File: src/hw/csi_pkg.sv
// Shared constants and types of the codec serial interface.
`default_nettype none

package csi_pkg;

    // ****************************************
    // Register byte offsets.
    // ****************************************
    localparam logic [7:0] CSI_OFF_CTRL = 8'h00;
    localparam logic [7:0] CSI_OFF_FRAME = 8'h04;
    localparam logic [7:0] CSI_OFF_CLKDIV = 8'h08;
    localparam logic [7:0] CSI_OFF_STATUS = 8'h0C;
    localparam logic [7:0] CSI_OFF_TXDATA = 8'h10;
    localparam logic [7:0] CSI_OFF_RXDATA = 8'h14;

    // ****************************************
    // Field positions.
    // ****************************************
    localparam int CSI_CTRL_EN_BIT = 0;
    localparam int CSI_CTRL_FMT_LSB = 1;
    localparam int CSI_CTRL_SDIR_BIT = 3;
    localparam int CSI_CTRL_CDIR_BIT = 4;
    localparam int CSI_FRAME_WL_LSB = 0;
    localparam int CSI_FRAME_FW_LSB = 4;
    localparam int CSI_STAT_RXF_BIT = 0;
    localparam int CSI_STAT_RUN_BIT = 1;
    localparam int CSI_STAT_BCLK_BIT = 2;
    localparam int CSI_STAT_FS_BIT = 3;
    localparam int CSI_STAT_BIT_LSB = 4;
    localparam int CSI_STAT_WORD_LSB = 8;

    // ****************************************
    // Reset values and fixed link figures.
    // ****************************************
    localparam logic [3:0] CSI_WL_RST = 4'hF;
    localparam logic [3:0] CSI_FW_RST = 4'h0;
    localparam logic [11:0] CSI_DIV_RST = 12'h000;
    localparam logic [3:0] CSI_AC_WL = 4'hF;
    localparam logic [3:0] CSI_AC_FW = 4'hF;
    localparam logic [7:0] CSI_AC_SYNC_BITS = 8'h10;
    localparam logic [1:0] CSI_RESP_OKAY = 2'h0;
    localparam logic [1:0] CSI_RESP_SLVERR = 2'h2;

    // Frame sync formats in register encoding order.
    typedef enum logic [1:0] {
        CSI_FMT_MULTI,
        CSI_FMT_I2S,
        CSI_FMT_AC16,
        CSI_FMT_AC20
    } csi_fmt_e;

endpackage

`default_nettype wire

File: src/hw/csi_div.sv
// Bit clock divider that pulses once per expired count.
`default_nettype none

module csi_div
    import csi_pkg::*;
#(
    parameter int W = 12
) (
    input wire logic clock,
    input wire logic rst,
    input wire logic run,
    input wire logic [W-1:0] divisor,
    output logic tick
);

    typedef struct packed {
        logic [W-1:0] cnt;
        logic tick;
    } csi_div_s;

    csi_div_s q, d;

    // ****************************************
    // Count up to the divisor, then reload.
    // ****************************************
    // A stopped divider sits at zero so the next start gives a full half period.
    always_comb begin
        d = q;
        d.tick = 1'b0;
        if (!run) begin
            d.cnt = '0;
        end else if (q.cnt == divisor) begin
            d.cnt = '0;
            d.tick = 1'b1; // Half period of the bit clock has passed.
        end else begin
            d.cnt = q.cnt + 1'b1;
        end
    end

    // State register.
    always_ff @(posedge clock) begin
        if (rst) begin
            q <= '0;
        end else begin
            q <= d;
        end
    end

    assign tick = q.tick;

endmodule

`default_nettype wire

File: src/hw/csi_top.sv
// Codec serial interface with an AXI4-Lite register port.
//
// The AXI4-Lite slave port and the register addresses were decided locally.
`default_nettype none

//
// Contract
// Disable resets all counters to initial state
// Internal clocks stop while disabled; the divider here runs whenever divisor is nonzero and direction is zero
// Enabled port owns its four pins
// Running divider may drive bit clock alone
// Word length field holds length minus one
// AC-Link modes ignore word length field
// Frame counter advances on word wrap
// AC-Link frame fixed at 256 bit clocks
// Two-bit field selects four sync formats
// Sync direction bit selects master or slave
// Frame sync starts serial data transfers
// Master starts sync when frame wraps
// Multi-channel sync is one-bit high pulse
// AC-Link sync high 16, low 240
// I2S sync has 50 percent duty
// Slave codec drives the frame sync
// Zero divisor stops the bit clock generator
// Bit rate is clock over 2(div+1)
// External clock: divisor zero, direction one
// Divisor ignored with external bit clock
// Bit clock toggles on each expiry
module csi_top
    import csi_pkg::*;
#(
    parameter int DIV_W = 12
) (
    input wire logic clock,
    input wire logic rst,
    input wire logic [7:0] s_axi_awaddr,
    input wire logic s_axi_awvalid,
    output logic s_axi_awready,
    input wire logic [31:0] s_axi_wdata,
    input wire logic [3:0] s_axi_wstrb,
    input wire logic s_axi_wvalid,
    output logic s_axi_wready,
    output logic [1:0] s_axi_bresp,
    output logic s_axi_bvalid,
    input wire logic s_axi_bready,
    input wire logic [7:0] s_axi_araddr,
    input wire logic s_axi_arvalid,
    output logic s_axi_arready,
    output logic [31:0] s_axi_rdata,
    output logic [1:0] s_axi_rresp,
    output logic s_axi_rvalid,
    input wire logic s_axi_rready,
    input wire logic codec_bit_clock_in,
    output logic codec_bit_clock_out,
    output logic codec_bit_clock_oe_n,
    input wire logic frame_sync_pin_in,
    output logic frame_sync_pin_out,
    output logic frame_sync_pin_oe_n,
    input wire logic serial_in_pin,
    output logic serial_out_pin_out,
    output logic serial_out_pin_oe_n
);

    typedef struct packed {
        // Control fields.
        logic port_on;
        csi_fmt_e fmt;
        logic sync_direction;
        logic bit_clock_direction;
        logic [3:0] word_len_minus_one;
        logic [3:0] frame_words_minus_one;
        logic [DIV_W-1:0] bit_clock_divisor;
        logic [15:0] tx_word;
        logic [15:0] rx_word;
        logic rx_full;
        // Bus slave.
        logic aw_got;
        logic w_got;
        logic [7:0] waddr;
        logic [31:0] wdata;
        logic [3:0] wstrb;
        logic awready;
        logic wready;
        logic bvalid;
        logic [1:0] bresp;
        logic arready;
        logic rvalid;
        logic [31:0] rdata;
        logic [1:0] rresp;
        // Link side.
        logic sck;
        logic bc_prev;
        logic fs_prev;
        logic running;
        logic [3:0] bit_cnt;
        logic [3:0] word_cnt;
        logic [7:0] frame_pos;
        logic [15:0] tx_shift;
        logic [15:0] rx_shift;
        logic sdo;
        logic fs_out;
        logic bc_oe_n;
        logic fs_oe_n;
        logic sdo_oe_n;
    } csi_top_s;

    csi_top_s q, d;
    logic div_tick;
    logic div_run;

    // ****************************************
    // Bit clock divider.
    // ****************************************
    // divisor ignored externally
    assign div_run = (q.bit_clock_divisor != '0) && !q.bit_clock_direction;

    // divider sets rate
    csi_div #(
        .W(DIV_W)
    ) u_div (
        .clock(clock),
        .rst(rst),
        .run(div_run),
        .divisor(q.bit_clock_divisor),
        .tick(div_tick)
    );

    // ****************************************
    // Register read mux.
    // ****************************************
    // Reading never disturbs the link; only the flag clear is a side effect.
    function automatic logic [31:0] rd_mux(input csi_top_s s, input logic [7:0] a);
        logic [31:0] v;
        v = '0;
        case (a)
            CSI_OFF_CTRL: begin
                v[CSI_CTRL_EN_BIT] = s.port_on;
                v[CSI_CTRL_FMT_LSB +: 2] = s.fmt;
                v[CSI_CTRL_SDIR_BIT] = s.sync_direction;
                v[CSI_CTRL_CDIR_BIT] = s.bit_clock_direction;
            end
            CSI_OFF_FRAME: begin
                v[CSI_FRAME_WL_LSB +: 4] = s.word_len_minus_one;
                v[CSI_FRAME_FW_LSB +: 4] = s.frame_words_minus_one;
            end
            CSI_OFF_CLKDIV: v[DIV_W-1:0] = s.bit_clock_divisor;
            CSI_OFF_STATUS: begin
                v[CSI_STAT_RXF_BIT] = s.rx_full;
                v[CSI_STAT_RUN_BIT] = s.running;
                v[CSI_STAT_BCLK_BIT] = s.bc_prev;
                v[CSI_STAT_FS_BIT] = s.fs_prev;
                v[CSI_STAT_BIT_LSB +: 4] = s.bit_cnt;
                v[CSI_STAT_WORD_LSB +: 4] = s.word_cnt;
            end
            CSI_OFF_TXDATA: v[15:0] = s.tx_word;
            CSI_OFF_RXDATA: v[15:0] = s.rx_word;
            default: v = '0;
        endcase
        return v;
    endfunction

    // Address check shared by both channels.
    function automatic logic mapped(input logic [7:0] a);
        return (a == CSI_OFF_CTRL) || (a == CSI_OFF_FRAME) || (a == CSI_OFF_CLKDIV)
            || (a == CSI_OFF_STATUS) || (a == CSI_OFF_TXDATA) || (a == CSI_OFF_RXDATA);
    endfunction

    // ****************************************
    // Next state.
    // ****************************************
    always_comb begin
        logic ac;
        logic [3:0] wl;
        logic [3:0] fw;
        logic bc_now;
        logic fall;
        logic rise;
        logic sync_ev;
        logic start;
        logic [8:0] flen;
        logic [15:0] tx_al;
        logic [15:0] rx_mask;
        logic [15:0] rx_new;
        ac = 1'b0;
        wl = '0;
        fw = '0;
        bc_now = 1'b0;
        fall = 1'b0;
        rise = 1'b0;
        sync_ev = 1'b0;
        start = 1'b0;
        flen = '0;
        tx_al = '0;
        rx_mask = '0;
        rx_new = '0;
        d = q;

        // Write address and data are taken independently, in either order.
        if (s_axi_awvalid && q.awready) begin
            d.aw_got = 1'b1;
            d.waddr = s_axi_awaddr;
        end
        if (s_axi_wvalid && q.wready) begin
            d.w_got = 1'b1;
            d.wdata = s_axi_wdata;
            d.wstrb = s_axi_wstrb;
        end
        if (q.bvalid && s_axi_bready) begin
            d.bvalid = 1'b0;
        end

        // Both halves held: apply byte lanes and answer.
        if (q.aw_got && q.w_got && !q.bvalid) begin
            d.aw_got = 1'b0;
            d.w_got = 1'b0;
            d.bvalid = 1'b1;
            d.bresp = mapped(q.waddr) ? CSI_RESP_OKAY : CSI_RESP_SLVERR;
            case (q.waddr)
                CSI_OFF_CTRL: begin
                    if (q.wstrb[0]) begin
                        d.port_on = q.wdata[CSI_CTRL_EN_BIT];
                        // format select
                        d.fmt = csi_fmt_e'(q.wdata[CSI_CTRL_FMT_LSB +: 2]);
                        // master or slave
                        d.sync_direction = q.wdata[CSI_CTRL_SDIR_BIT];
                        d.bit_clock_direction = q.wdata[CSI_CTRL_CDIR_BIT];
                    end
                end
                CSI_OFF_FRAME: begin
                    if (q.wstrb[0]) begin
                        d.word_len_minus_one = q.wdata[CSI_FRAME_WL_LSB +: 4];
                        d.frame_words_minus_one = q.wdata[CSI_FRAME_FW_LSB +: 4];
                    end
                end
                CSI_OFF_CLKDIV: begin
                    if (q.wstrb[0]) begin
                        d.bit_clock_divisor[7:0] = q.wdata[7:0];
                    end
                    if (q.wstrb[1]) begin
                        d.bit_clock_divisor[DIV_W-1:8] = q.wdata[DIV_W-1:8];
                    end
                end
                CSI_OFF_TXDATA: begin
                    if (q.wstrb[0]) begin
                        d.tx_word[7:0] = q.wdata[7:0];
                    end
                    if (q.wstrb[1]) begin
                        d.tx_word[15:8] = q.wdata[15:8];
                    end
                end
                default: ;
            endcase
        end
        d.awready = !d.aw_got && !d.bvalid;
        d.wready = !d.w_got && !d.bvalid;

        // Read channel: one read outstanding, data held until rready.
        if (s_axi_arvalid && q.arready) begin
            d.arready = 1'b0;
            d.rvalid = 1'b1;
            d.rdata = rd_mux(q, s_axi_araddr);
            d.rresp = mapped(s_axi_araddr) ? CSI_RESP_OKAY : CSI_RESP_SLVERR;
            if (s_axi_araddr == CSI_OFF_RXDATA) begin
                d.rx_full = 1'b0;
            end
        end
        if (q.rvalid && s_axi_rready) begin
            d.rvalid = 1'b0;
            d.arready = 1'b1;
        end

        // toggle on expiry
        if (!div_run) begin
            d.sck = 1'b0;
        end else if (div_tick) begin
            d.sck = !q.sck;
        end

        // fixed AC-Link slots
        ac = (q.fmt == CSI_FMT_AC16) || (q.fmt == CSI_FMT_AC20);
        wl = ac ? CSI_AC_WL : q.word_len_minus_one;
        fw = ac ? CSI_AC_FW : q.frame_words_minus_one;
        flen = (9'(wl) + 9'd1) * (9'(fw) + 9'd1);

        // pick bit clock source
        bc_now = q.bit_clock_direction ? codec_bit_clock_in : q.sck;
        fall = q.bc_prev && !bc_now;
        rise = !q.bc_prev && bc_now;
        d.bc_prev = bc_now;

        // slave sync edge
        if (q.fmt == CSI_FMT_I2S) begin
            sync_ev = frame_sync_pin_in != q.fs_prev;
        end else begin
            sync_ev = frame_sync_pin_in && !q.fs_prev;
        end

        if (!q.port_on) begin
            // disabled means reset
            d.running = 1'b0;
            d.bit_cnt = '0;
            d.word_cnt = '0;
            d.frame_pos = '0;
            d.tx_shift = '0;
            d.rx_shift = '0;
            d.sdo = 1'b0;
            d.fs_out = 1'b0;
            d.fs_prev = 1'b0;
        end else if (fall) begin
            d.fs_prev = frame_sync_pin_in;
            // new frame at wrap
            if (!q.sync_direction) begin
                start = !q.running || ((q.bit_cnt == wl) && (q.word_cnt == fw));
            end else begin
                start = sync_ev;
            end
            if (start) begin
                d.running = 1'b1;
                d.bit_cnt = '0;
                d.word_cnt = '0;
                d.frame_pos = '0;
            end else if (q.running) begin
                d.frame_pos = q.frame_pos + 1'b1;
                // word and frame counters
                if (q.bit_cnt == wl) begin
                    d.bit_cnt = '0;
                    d.word_cnt = (q.word_cnt == fw) ? 4'h0 : q.word_cnt + 1'b1;
                end else begin
                    d.bit_cnt = q.bit_cnt + 1'b1;
                end
            end
            // data follows frame
            if (d.running && (d.bit_cnt == '0)) begin
                tx_al = q.tx_word << (4'hF - wl);
                d.sdo = tx_al[15];
                d.tx_shift = tx_al << 1;
            end else begin
                d.sdo = q.tx_shift[15];
                d.tx_shift = q.tx_shift << 1;
            end
            // Master sync shape per format.
            case (q.fmt)
                // one-bit pulse
                CSI_FMT_MULTI: d.fs_out = d.running && (d.frame_pos == '0);
                // half frame each
                CSI_FMT_I2S: d.fs_out = {1'b0, d.frame_pos} >= (flen >> 1);
                // R14 16 high, 240 low
                CSI_FMT_AC16: d.fs_out = d.frame_pos < CSI_AC_SYNC_BITS;
                CSI_FMT_AC20: d.fs_out = d.frame_pos < CSI_AC_SYNC_BITS;
                default: d.fs_out = 1'b0;
            endcase
        end else if (rise && q.running) begin
            // Sample serial input; the last bit of a word completes it.
            rx_new = {q.rx_shift[14:0], serial_in_pin};
            d.rx_shift = rx_new;
            if (q.bit_cnt == wl) begin
                rx_mask = 16'hFFFF >> (4'hF - wl);
                d.rx_word = rx_new & rx_mask;
                d.rx_full = 1'b1; // Set wins over a same-cycle read clear.
            end
        end

        // pin ownership
        d.bc_oe_n = !((q.port_on || div_run) && !q.bit_clock_direction);
        d.fs_oe_n = !(q.port_on && !q.sync_direction);
        d.sdo_oe_n = !q.port_on;
    end

    // ****************************************
    // State register.
    // ****************************************
    always_ff @(posedge clock) begin
        if (rst) begin
            q <= '0;
            q.fmt <= CSI_FMT_MULTI;
            q.word_len_minus_one <= CSI_WL_RST;
            q.frame_words_minus_one <= CSI_FW_RST;
            q.bit_clock_divisor <= DIV_W'(CSI_DIV_RST);
            q.bresp <= CSI_RESP_OKAY;
            q.rresp <= CSI_RESP_OKAY;
            q.arready <= 1'b1; // A read may be offered from the first cycle on.
            q.bc_oe_n <= 1'b1;
            q.fs_oe_n <= 1'b1;
            q.sdo_oe_n <= 1'b1;
        end else begin
            q <= d;
        end
    end

    // ****************************************
    // Outputs, all straight from the state register.
    // ****************************************
    assign s_axi_awready = q.awready;
    assign s_axi_wready = q.wready;
    assign s_axi_bresp = q.bresp;
    assign s_axi_bvalid = q.bvalid;
    assign s_axi_arready = q.arready;
    assign s_axi_rdata = q.rdata;
    assign s_axi_rresp = q.rresp;
    assign s_axi_rvalid = q.rvalid;
    assign codec_bit_clock_out = q.sck;
    assign codec_bit_clock_oe_n = q.bc_oe_n;
    assign frame_sync_pin_out = q.fs_out;
    assign frame_sync_pin_oe_n = q.fs_oe_n;
    assign serial_out_pin_out = q.sdo;
    assign serial_out_pin_oe_n = q.sdo_oe_n;

endmodule

`default_nettype wire

File: config.mk
export PLATFORM = sky130hd
export DESIGN_NAME = csi_top
export DESIGN_NICKNAME = d
export VERILOG_FILES = /design/src/hw/csi_pkg.sv /design/src/hw/csi_div.sv /design/src/hw/csi_top.sv
export SDC_FILE = /design/constraint.sdc
export NUM_CORES = 1
export LEC_CHECK = 0
export BUFFER_PORTS_ARGS = -buffer_cell sky130_fd_sc_hd__buf_2
export CORE_AREA = 2 2 153 155
export CTS_BUF_LIST = sky130_fd_sc_hd__clkbuf_8
export DETAILED_ROUTE_END_ITERATION = 12
export DIE_AREA = 0 0 155 157
export SETUP_SLACK_MARGIN = 0.15
export SLEW_MARGIN = 20
export SYNTH_ARGS = -nofsm -noshare
export SYNTH_HDL_FRONTEND = slang
export SYNTH_SLANG_ARGS = --single-unit
File: constraint.sdc
create_clock -name clock -period 11.1 [get_ports clock]
set_input_delay 2.22 -clock clock [delete_from_list [all_inputs] [get_ports clock]]
set_output_delay 2.22 -clock clock [all_outputs]
set_load 0.05 [all_outputs]
==> flow_summary.ini, run 1 <==
[power_and_ir_drop]
leakagePower_nw = 4.39
power.density_nw_per_um2 = 108
p_int_mw = 0.823
clock_power_share = 0.360
p_seq_frac = 0.569
p_switching_mw = 0.325
comb_power_share = 0.071
ir_worst_vdd_mv = 0.0707
switching_share = 0.283

[timing]
relSlewSlack = 0.406
finalMaxSlewViolations = 0
fin_ws_ns = 5.14
setup_viol = 0
worst_pin_slew_ns = 0.888
finalCriticalPeriod_ns = 5.96
fmax_mhz = 168
rsz0062_at_grt = false
hold_viol = 0
fin_tns_setup_ns = 0
finalClockSkew_ns = 0.0168
finalCritPeriodShare = 0.536

[job]
drv_cap = 0

[global_routing]
antenna_found_initial = 0
grt_max_degree = 64
grt_pass1_wl_um = 42400
grt_pass1_vias = 7766
gr-total-overflow = 0
grt_usage = 0.220

[critical_path]
start_kind = register
r2r-end = frame_sync_pin_out
cp.required_ns = 11.47
max_stage_delay_ns = 0.60
path_delay_family = adder cells
cpMaxStageDelayCell = dfxtp_1
critPathArrivalTime_ns = 6.32
crit_buf_inv = 2
crit_type = reg2reg
cp_cell_sequence = buf_4 > or2_1 > ha_1 > ha_1 > nand2_1 > fa_1 > fa_1 > fa_1 > inv_1 > ha_1 > a21o_1 > a21oi_1 > o21bai_1 > a21oi_1 > xnor2_1 > ha_1 > nor2_1 > nor4b_1 > o21ai_0 > nand3_1 > a2bb2oi_1
rr_worst_depth = 21
r2r_start = q[200]
crit_top_cell = ha_1
crit_fanout = 19
rrSetupSlack_ns = 5.14
endpoint_kind = register

[yosys]
syn_area_per_cell_sq_um = 8.47
muxShareOfSynthArea = 0.110
synth_enable_flop_cells = 0
synthTopCellsByCount = dfxtp_1, nand2_1, nor2_1
yosys_warnings = 0
synth_cell_types = 82
synthAdderAreaFrac = 0.0597
synth_compound_area_frac = 0.146
synth-xor-area-share = 0.0437
syn_inst = 1182
synth-seq-cells = 177
synth_top_family_by_area = simple AND/OR/NAND/NOR gates
synth_most_common_cell = dfxtp_1
synth_top_area_share = 0.354
async_reset_ff_frac = 0
yosysTopAreaCell = dfxtp_1
ys_seq_area_frac = 0.354
synth.area.top_cells = dfxtp_1, mux2i_1, nand2_1, nor2_1, ha_1
synth_simple_gate_area_frac = 0.212
synthFlopType = dfxtp_1
syn_area_sq_um = 10000

[layout]
largest_register = q
instances_no_fill = 1482
multiInputGateArea_sq_um = 5790
antennaDiodeCount = 0
nFillCells = 2253
nNetsFinal = 1289
drive_above_1_share = 0.121
largest_register_ffs = 135
seq_area_sq_um = 3540
area_growth_pct = 5.68

[die]
fp.dieH_um = 157
rows = 55
die_w_um = 155
io_pins = 109
die_area_sq_um = 24300
start_util = 0.445
core-area_sq_um = 22500

[clock_network]
clock_sink_count = 177
cts_max_level = 4
cts_tree = built
clkTransAtPathRegs_ns = 0.10
cts_made_buffers = 17
cts_buffer_depth = 2
hold_buffers = 0
cts_setup_buffers = 0
clock_latency_ns = 0.47
clock_tree.root_cell = clkbuf_8
ctsResizeCount = 0

[hold_path]
min_from = s_axi_rdata[15]
worstHoldPathCells = 2
hold_class = reg2reg
min_to = s_axi_rdata[15]

[outcome]
status = completed

[detailed_routing]
drtIter0Drc = 724
ant_nets = 0
wire_per_inst_um = 17.8
vias = 8414
routed.top_layer = met4
routed_wl_um = 26300
detail_route.vias_per_cell = 5.68
drc = 0
dr.pass1.iters = 8
wl_met3_um = 1600
wl_met2_um = 12000
wl_met1_um = 12300

[placed_design]
hpwl_um = 19000
io_buffer_count = 72
dp_cells = 1450
post-place-ws_ns = 5.12
gp_congestion = 0.898
layout by cell type (no fill, tap or decap), drive strengths merged, types with 5 or more instances in the layout:
| cell | netlist | final |
|---|---|---|
| dfxtp | 177 | 177 |
| or3 | 6 | 6 |
| o21ai | 31 | 31 |
| nand4 | 16 | 16 |
| and2 | 22 | 22 |
| nor2 | 129 | 129 |
| o22ai | 9 | 9 |
| mux2i | 82 | 82 |
| a31oi | 7 | 7 |
| nor3 | 19 | 19 |
| o221ai | 7 | 7 |
| nand3b | 5 | 5 |
| ha | 35 | 35 |
| a21o | 6 | 6 |
| nor4 | 10 | 10 |
| mux2 | 11 | 11 |
| a21oi | 82 | 82 |
| and3 | 10 | 10 |
| xor2 | 34 | 34 |
| nand3 | 50 | 50 |
| nand2 | 144 | 144 |
| a211oi | 15 | 15 |
| inv | 31 | 42 |
| mux4 | 7 | 7 |
| o21bai | 5 | 5 |
| a211o | 7 | 7 |
| xnor2 | 16 | 16 |
| buf | 72 | 79 |
| conb | 1 | 18 |
| fa | 8 | 8 |
| clkbuf | 41 | 17 |
| a222oi | 6 | 6 |
| a221oi | 5 | 5 |
| o211ai | 5 | 5 |
final cells by class:
class	count	share of cell area
multi-input combinational	876	0.547
timing repair buffer	79	0.0392
clock inverter	15	0.0105
tap	285	0.0337
clock buffer	17	0.0221
sequential	177	0.335
inverter	33	0.0122
worst max-delay path by stage:
stage	from	to	depth (start not counted)
2_1_floorplan	q[200]	frame_sync_pin_out	24
3_3_place_gp	q[200]	frame_sync_pin_out	21
3_5_place_dp	q[200]	frame_sync_pin_out	21
4_1_cts	q[200]	frame_sync_pin_out	21
5_1_grt	q[200]	frame_sync_pin_out	21
6_report	q[200]	frame_sync_pin_out	21
power by group through the flow:
stage	logic (mW)	registers (mW)	clock network [mW]
floorplan	0.0664	0.669	0
global placement	0.0814	0.668	0
detailed placement	0.0817	0.668	0
CTS	0.0818	0.653	0.427
global route	0.0883	0.655	0.455
finish	0.0813	0.653	0.414
worst register-to-register path, delay by kind of cell, from the launching register on:
| kind | cells | cell delay, ns |
|---|---|---|
| xor gates and xnor gates | 1 | 0.11 |
| buffers and inverters | 2 | 0.39 |
| DFF | 1 | 0.60 |
| adders and majority gates | 7 | 2.79 |
| and+or+nand+nor | 5 | 1.15 |
| AOI/OAI and AO/OA | 6 | 0.83 |
logic make-up after synthesis:
family,count (synthesis)
AOI/OAI and AO/OA,220
xor gates and xnor gates,50
adders and majority gates,43
buffers and inverters,146
DFF,177
muxes,100
other,1
and+or+nand+nor,445
per-stage QoR:
stage	hold WS [ns]	total power, mW	util	instance area [sq um]
after floorplan	0.417	0.736	-	10100
after global placement	0.435	0.749	0.455	10200
after detailed placement	0.433	0.749	0.455	10200
after CTS	0.455	1.16	0.470	10600
after global routing	0.473	1.20	0.470	10600
final	0.452	1.15	0.470	10600
routing by layer:
metal / GRT usage / vias up
met5: 0 / -
met4: 0.0467 / 0
met3: 0.0402 / 36
met2: 0.356 / 293
met1: 0.306 / 3958
li1: - / 4127
No activity file was read; power rests on OpenSTA's default activity.
==> inputs of run 2 (changes only) <==
- PLACE_DENSITY: default -> 0.65
- clock period: 11.1 -> 5 ns (I/O delays scaled with it)
==> run 2 against run 1 <==
Against the previous run: core utilization rose by 0.85 points; via count fell by 0.80%; fmax grew 28%; critical path depth shrank 1; combinational power increased by 120%; non-clock buffer count is 16 higher; global-route usage shrank 0.37 points; critical path type unchanged; largest cell class unchanged.
==> flow_summary.ini, run 2 (synthesis results as in run 1) <==
[outcome]
status = completed

[timing]
fin_tns_setup_ns = 0
hold_viol = 0
finalMaxSlewViolations = 0
finalCritPeriodShare = 0.931
finalClockSkew_ns = 0.0194
worst_pin_slew_ns = 1.05
relSlewSlack = 0.299
fmax_mhz = 215
rsz0062_at_grt = false
finalCriticalPeriod_ns = 4.65
setup_viol = 0

[clock_network]
clock_tree.root_cell = clkbuf_8
cts_buffer_depth = 2
clock_latency_ns = 0.49
cts_tree = built
hold_buffers = 0
clkTransAtPathRegs_ns = 0.10
clock_sink_count = 177
cts_max_level = 4
cts_made_buffers = 17

[critical_path]
max_stage_delay_ns = 0.54
crit_buf_inv = 3
rrSetupSlack_ns = 0.35
crit_type = reg2reg
endpoint_kind = register
cpMaxStageDelayCell = fa_1
crit_fanout = 8
start_kind = register
r2r-end = frame_sync_pin_out
rr_worst_depth = 20
path_delay_family = adder cells
cp.required_ns = 5.38
r2r_start = q[200]
cp_cell_sequence = or2_2 > ha_2 > xor2_2 > inv_1 > nand2_1 > fa_1 > fa_1 > fa_1 > inv_1 > ha_1 > a21o_1 > a21oi_2 > buf_4 > xnor2_1 > ha_1 > nor2b_1 > nor4b_4 > o21ai_0 > nand3_1 > a2bb2oi_1
critPathArrivalTime_ns = 5.03
crit_top_cell = fa_1

[global_routing]
met3_usage = 0.0374
gr-total-overflow = 0
use_met2 = 0.358
grt_pass1_vias = 7840
grt_pass1_wl_um = 41900
antenna_found_initial = 0
met1_usage = 0.289
grt.busiest_layer = met2
grt_max_degree = 77
grt_usage = 0.216

[layout]
area_growth_pct = 7.58
largest_register_ffs = 135
drive_above_1_share = 0.143
final_cell_mix = dfxtp_1, nand2_1, nor2_1
nNetsFinal = 1305
fin_util = 0.479
largest_register = q
final_common_cell = dfxtp_1
antennaDiodeCount = 0

[power_and_ir_drop]
ir_worst_vdd_mv = 0.267
switching_share = 0.289
power_mw = 2.58
p_switching_mw = 0.746
comb_power_share = 0.070
p_seq_frac = 0.562
p_int_mw = 1.83
clock_power_share = 0.369
leakagePower_nw = 4.46
power.density_nw_per_um2 = 239

[detailed_routing]
detail_route.vias_per_cell = 5.58
routed_wl_um = 26000
ant_nets = 0
vias = 8347
dr.pass1.iters = 7
drc = 0
drtIter0Drc = 642
wire_per_inst_um = 17.4

[die]
die_w_um = 155
io_pins = 109
core-area_sq_um = 22500
fp.dieH_um = 157
start_util = 0.445
rows = 55
die_area_sq_um = 24300

[hold_path]
min_from = q[146]
hold_class = reg2reg
min_to = q[146]
worstHoldPathCells = 2

[job]
drv_cap = 0

[placed_design]
gp_congestion = 0.900
io_buffer_count = 72
hpwl_um = 19000
## run 2: changes by cell type in the layout (fill, tap and decap cells not counted), sizes merged
cell / delta
buf: +16
clkinv: +2
clkinvlp: -1
inv: -3
## run 2: cell type report
class,count,area (sq um)
multi-input combinational,876,5850
clock inverter,13,121
inverter,33,129
sequential,177,3550
timing repair buffer,95,536
tap,285,357
clock buffer,17,234
fill,2225,11700
## run 2: worst reg2reg max path: stages, from the launching register on
cell	delay (ns)
dfxtp_4	0.39
or2_2	0.31
ha_2	0.20
xor2_2	0.23
inv_1	0.08
nand2_1	0.08
fa_1	0.42
fa_1	0.47
fa_1	0.54
inv_1	0.04
ha_1	0.32
a21o_1	0.18
a21oi_2	0.14
buf_4	0.13
xnor2_1	0.11
ha_1	0.27
nor2b_1	0.17
nor4b_4	0.20
o21ai_0	0.11
nand3_1	0.09
a2bb2oi_1	0.06
## run 2: worst max-delay path by stage
stage	from	end	slack [ns]	depth (start not counted)
floorplan	q[200]	frame_sync_pin_out	0.17	24
global placement	q[200]	frame_sync_pin_out	0.30	21
detailed placement	q[200]	frame_sync_pin_out	0.15	21
CTS	q[200]	frame_sync_pin_out	0.26	22
global route	q[200]	frame_sync_pin_out	0.14	21
finish	q[200]	frame_sync_pin_out	0.35	20
## run 2: per-stage QoR
step | hold WS (ns) | setup WS, ns | area [sq um] | instances
floorplan | 0.417 | 0.171 | 10100 | 1199
global placement | 0.435 | 0.296 | 10400 | 1464
detailed placement | 0.441 | 0.153 | 10400 | 1464
CTS | 0.458 | 0.257 | 10700 | 1494
global route | 0.474 | 0.143 | 10800 | 1496
finish | 0.457 | 0.346 | 10800 | 1496
## run 2: per-layer routing
metal  vias to the layer above  routed length, um
met5                         -                  0
met4                         0                565
met3                        35               1380
met2                       242              12200
met1                      3927              11900
li1                       4143                  -
## run 2: repair_timing
item                       in CTS  in global routing
pin swaps                       0                  1
gates cloned                    0                  0
resized for setup               1                  9
setup buffers                   0                  2
setup endpoints to repair       1                  1
## run 2: power groups by stage
| stage | sequential [mW] | combinational (mW) | clock [mW] |
|---|---|---|---|
| detailed placement | 1.48 | 0.181 | 0 |
| global placement | 1.48 | 0.181 | 0 |
| finish | 1.45 | 0.180 | 0.951 |
| global route | 1.45 | 0.197 | 1.03 |
| CTS | 1.45 | 0.181 | 0.974 |
| floorplan | 1.49 | 0.147 | 0 |
==> inputs of run 3 (changes only) <==
- CORE_AREA: 2 2 153 155 -> 2 2 138 140
- DIE_AREA: 0 0 155 157 -> 0 0 140 142
- PLACE_DENSITY: 0.65 -> 0.78
==> run 3 against run 2 <==
Against the previous run: the flow now finishes with violations (design-rule violations); critical path depth up 1; clock-buffer cell count unchanged; largest power group unchanged; highest routed layer unchanged; non-clock buffer count unchanged; combinational power about the same; hold slack worse by 0.0032 ns; die area shrank 18%; critical path type unchanged.
==> flow_summary.ini, run 3 (synthesis results as in run 1) <==
[outcome]
status = finished, violations left
violations = design-rule violations

[clock_network]
clock_latency_ns = 0.48
clock_tree.root_cell = clkbuf_8
clock_sink_count = 177
cts_buffer_depth = 2
cts_made_buffers = 17
cts_tree = built
cts_max_level = 4
clkTransAtPathRegs_ns = 0.10
hold_buffers = 0

[power_and_ir_drop]
leakagePower_nw = 4.50
power_mw = 2.74
p_seq_frac = 0.529
ir_worst_vdd_mv = 0.249
p_int_mw = 2.00
switching_share = 0.271
power.density_nw_per_um2 = 253
clock_power_share = 0.405
comb_power_share = 0.066
p_switching_mw = 0.742

[critical_path]
max_stage_delay_ns = 0.54
start_kind = register
critPathArrivalTime_ns = 5.02
rr_worst_depth = 21
cp_cell_sequence = or2_2 > ha_1 > xor2_2 > inv_1 > nand2_1 > fa_1 > fa_1 > fa_1 > inv_1 > ha_1 > a21o_1 > a21oi_2 > o21bai_1 > a21oi_1 > xnor2_1 > ha_1 > nor2_2 > nor4b_4 > o21ai_1 > nand3_1 > a2bb2oi_1
cpMaxStageDelayCell = fa_1
crit_fanout = 9
crit_type = reg2reg
endpoint_kind = register
cp.required_ns = 5.37

[placed_design]
hpwl_um = 18300
io_buffer_count = 72
gp_congestion = 0.912
dp_cells = 1411

[die]
start_util = 0.543
die_area_sq_um = 19900
rows = 50
core-area_sq_um = 18500
io_pins = 109
fp.dieH_um = 142
die_w_um = 140

[detailed_routing]
drtIter0Drc = 803
dr.pass1.iters = 11
detail_route.vias_per_cell = 5.92
vias = 8562
routed_wl_um = 25100
ant_nets = 0
wire_per_inst_um = 17.4
drc = 1

[layout]
final_common_cell = dfxtp_1
drive_above_1_share = 0.144
instances_no_fill = 1447
final_cell_mix = dfxtp_1, nand2_1, nor2_1
nNetsFinal = 1305
area_growth_pct = 7.91
nFillCells = 1638
largest_register = q
antennaDiodeCount = 0
largest_register_ffs = 135

[timing]
rsz0062_at_grt = false
finalMaxSlewViolations = 0
finalClockSkew_ns = 0.00812
finalCriticalPeriod_ns = 4.64
holdWs_ns = 0.453
fmax_mhz = 215
setup_viol = 0
hold_viol = 0
finalCritPeriodShare = 0.929
worst_pin_slew_ns = 1.05
relSlewSlack = 0.300
fin_tns_setup_ns = 0

[global_routing]
grt_max_degree = 64
grt_pass1_vias = 8010
antenna_found_initial = 0
gr-total-overflow = 0
grt_usage = 0.254
grt_pass1_wl_um = 40600

[hold_path]
worstHoldPathCells = 1
hold_class = reg2reg

[job]
drv_cap = 0
==> run 3: cell count changes in the layout (fill, tap and decap cells not counted), sizes merged <==
cell / delta
bufinv: +3
inv: -1
==> run 3: cell type report <==
class / instances / area (sq um) / share of cell area
clock buffers: 17 / 234 / 0.0217
clock inverters: 15 / 219 / 0.0203
inverters: 33 / 129 / 0.0119
multi-input cells: 876 / 5850 / 0.541
flip-flops and latches: 177 / 3550 / 0.328
well taps: 234 / 293 / 0.0271
repair buffers: 95 / 536 / 0.0496
==> run 3: per-layer routing <==
metal	GRT usage	vias up	part of all wire
li1	-	4145	-
met1	0.336	4016	0.44
met2	0.410	336	0.46
met3	0.0427	65	0.068
met4	0.115	0	0.038
met5	0	-	0
==> run 3: timing repair <==
action | CTS | global route
endpoints found under the setup margin | 0 | 1
buffers inserted | 0 | 4
gates resized for setup | 0 | 12
==> run 3: worst max-delay path: cells and delay by family, from the launching register on <==
family | cells | cell delay [ns]
buffers and inverters | 2 | 0.13
DFF | 1 | 0.39
adders and majority gates | 6 | 2.17
AOI/OAI and AO/OA | 6 | 0.75
and+or+nand+nor | 5 | 0.78
xor gates and xnor gates | 2 | 0.34
==> run 3: path summary, 6_finish.rpt <==
| kind | from | end | slack (ns) |
|---|---|---|---|
| worst min-delay path | q[142] | s_axi_wready | 0.45 |
| worst max-delay path | q[200] | frame_sync_pin_out | 0.36 |
| worst max register to register | q[200] | frame_sync_pin_out | 0.36 |
| worst min register to register | q[142] | s_axi_wready | 0.45 |
==> run 3: stage by stage <==
step / instance area [sq um] / util / setup slack [ns]
finish: 10800 / 0.586 / 0.356
global route: 10800 / 0.586 / 0.111
CTS: 10700 / 0.582 / 0.204
detailed placement: 10300 / 0.557 / 0.213
global placement: 10300 / 0.557 / 0.310
floorplan: 10100 / - / 0.171
==> run 3: power groups by stage <==
stage	registers (mW)	logic [mW]	clock network, mW
2_1_floorplan	1.49	0.147	0
4_1_cts	1.45	0.181	1.12
3_3_place_gp	1.48	0.178	0
3_5_place_dp	1.48	0.181	0
5_1_grt	1.45	0.194	1.18
6_report	1.45	0.181	1.11
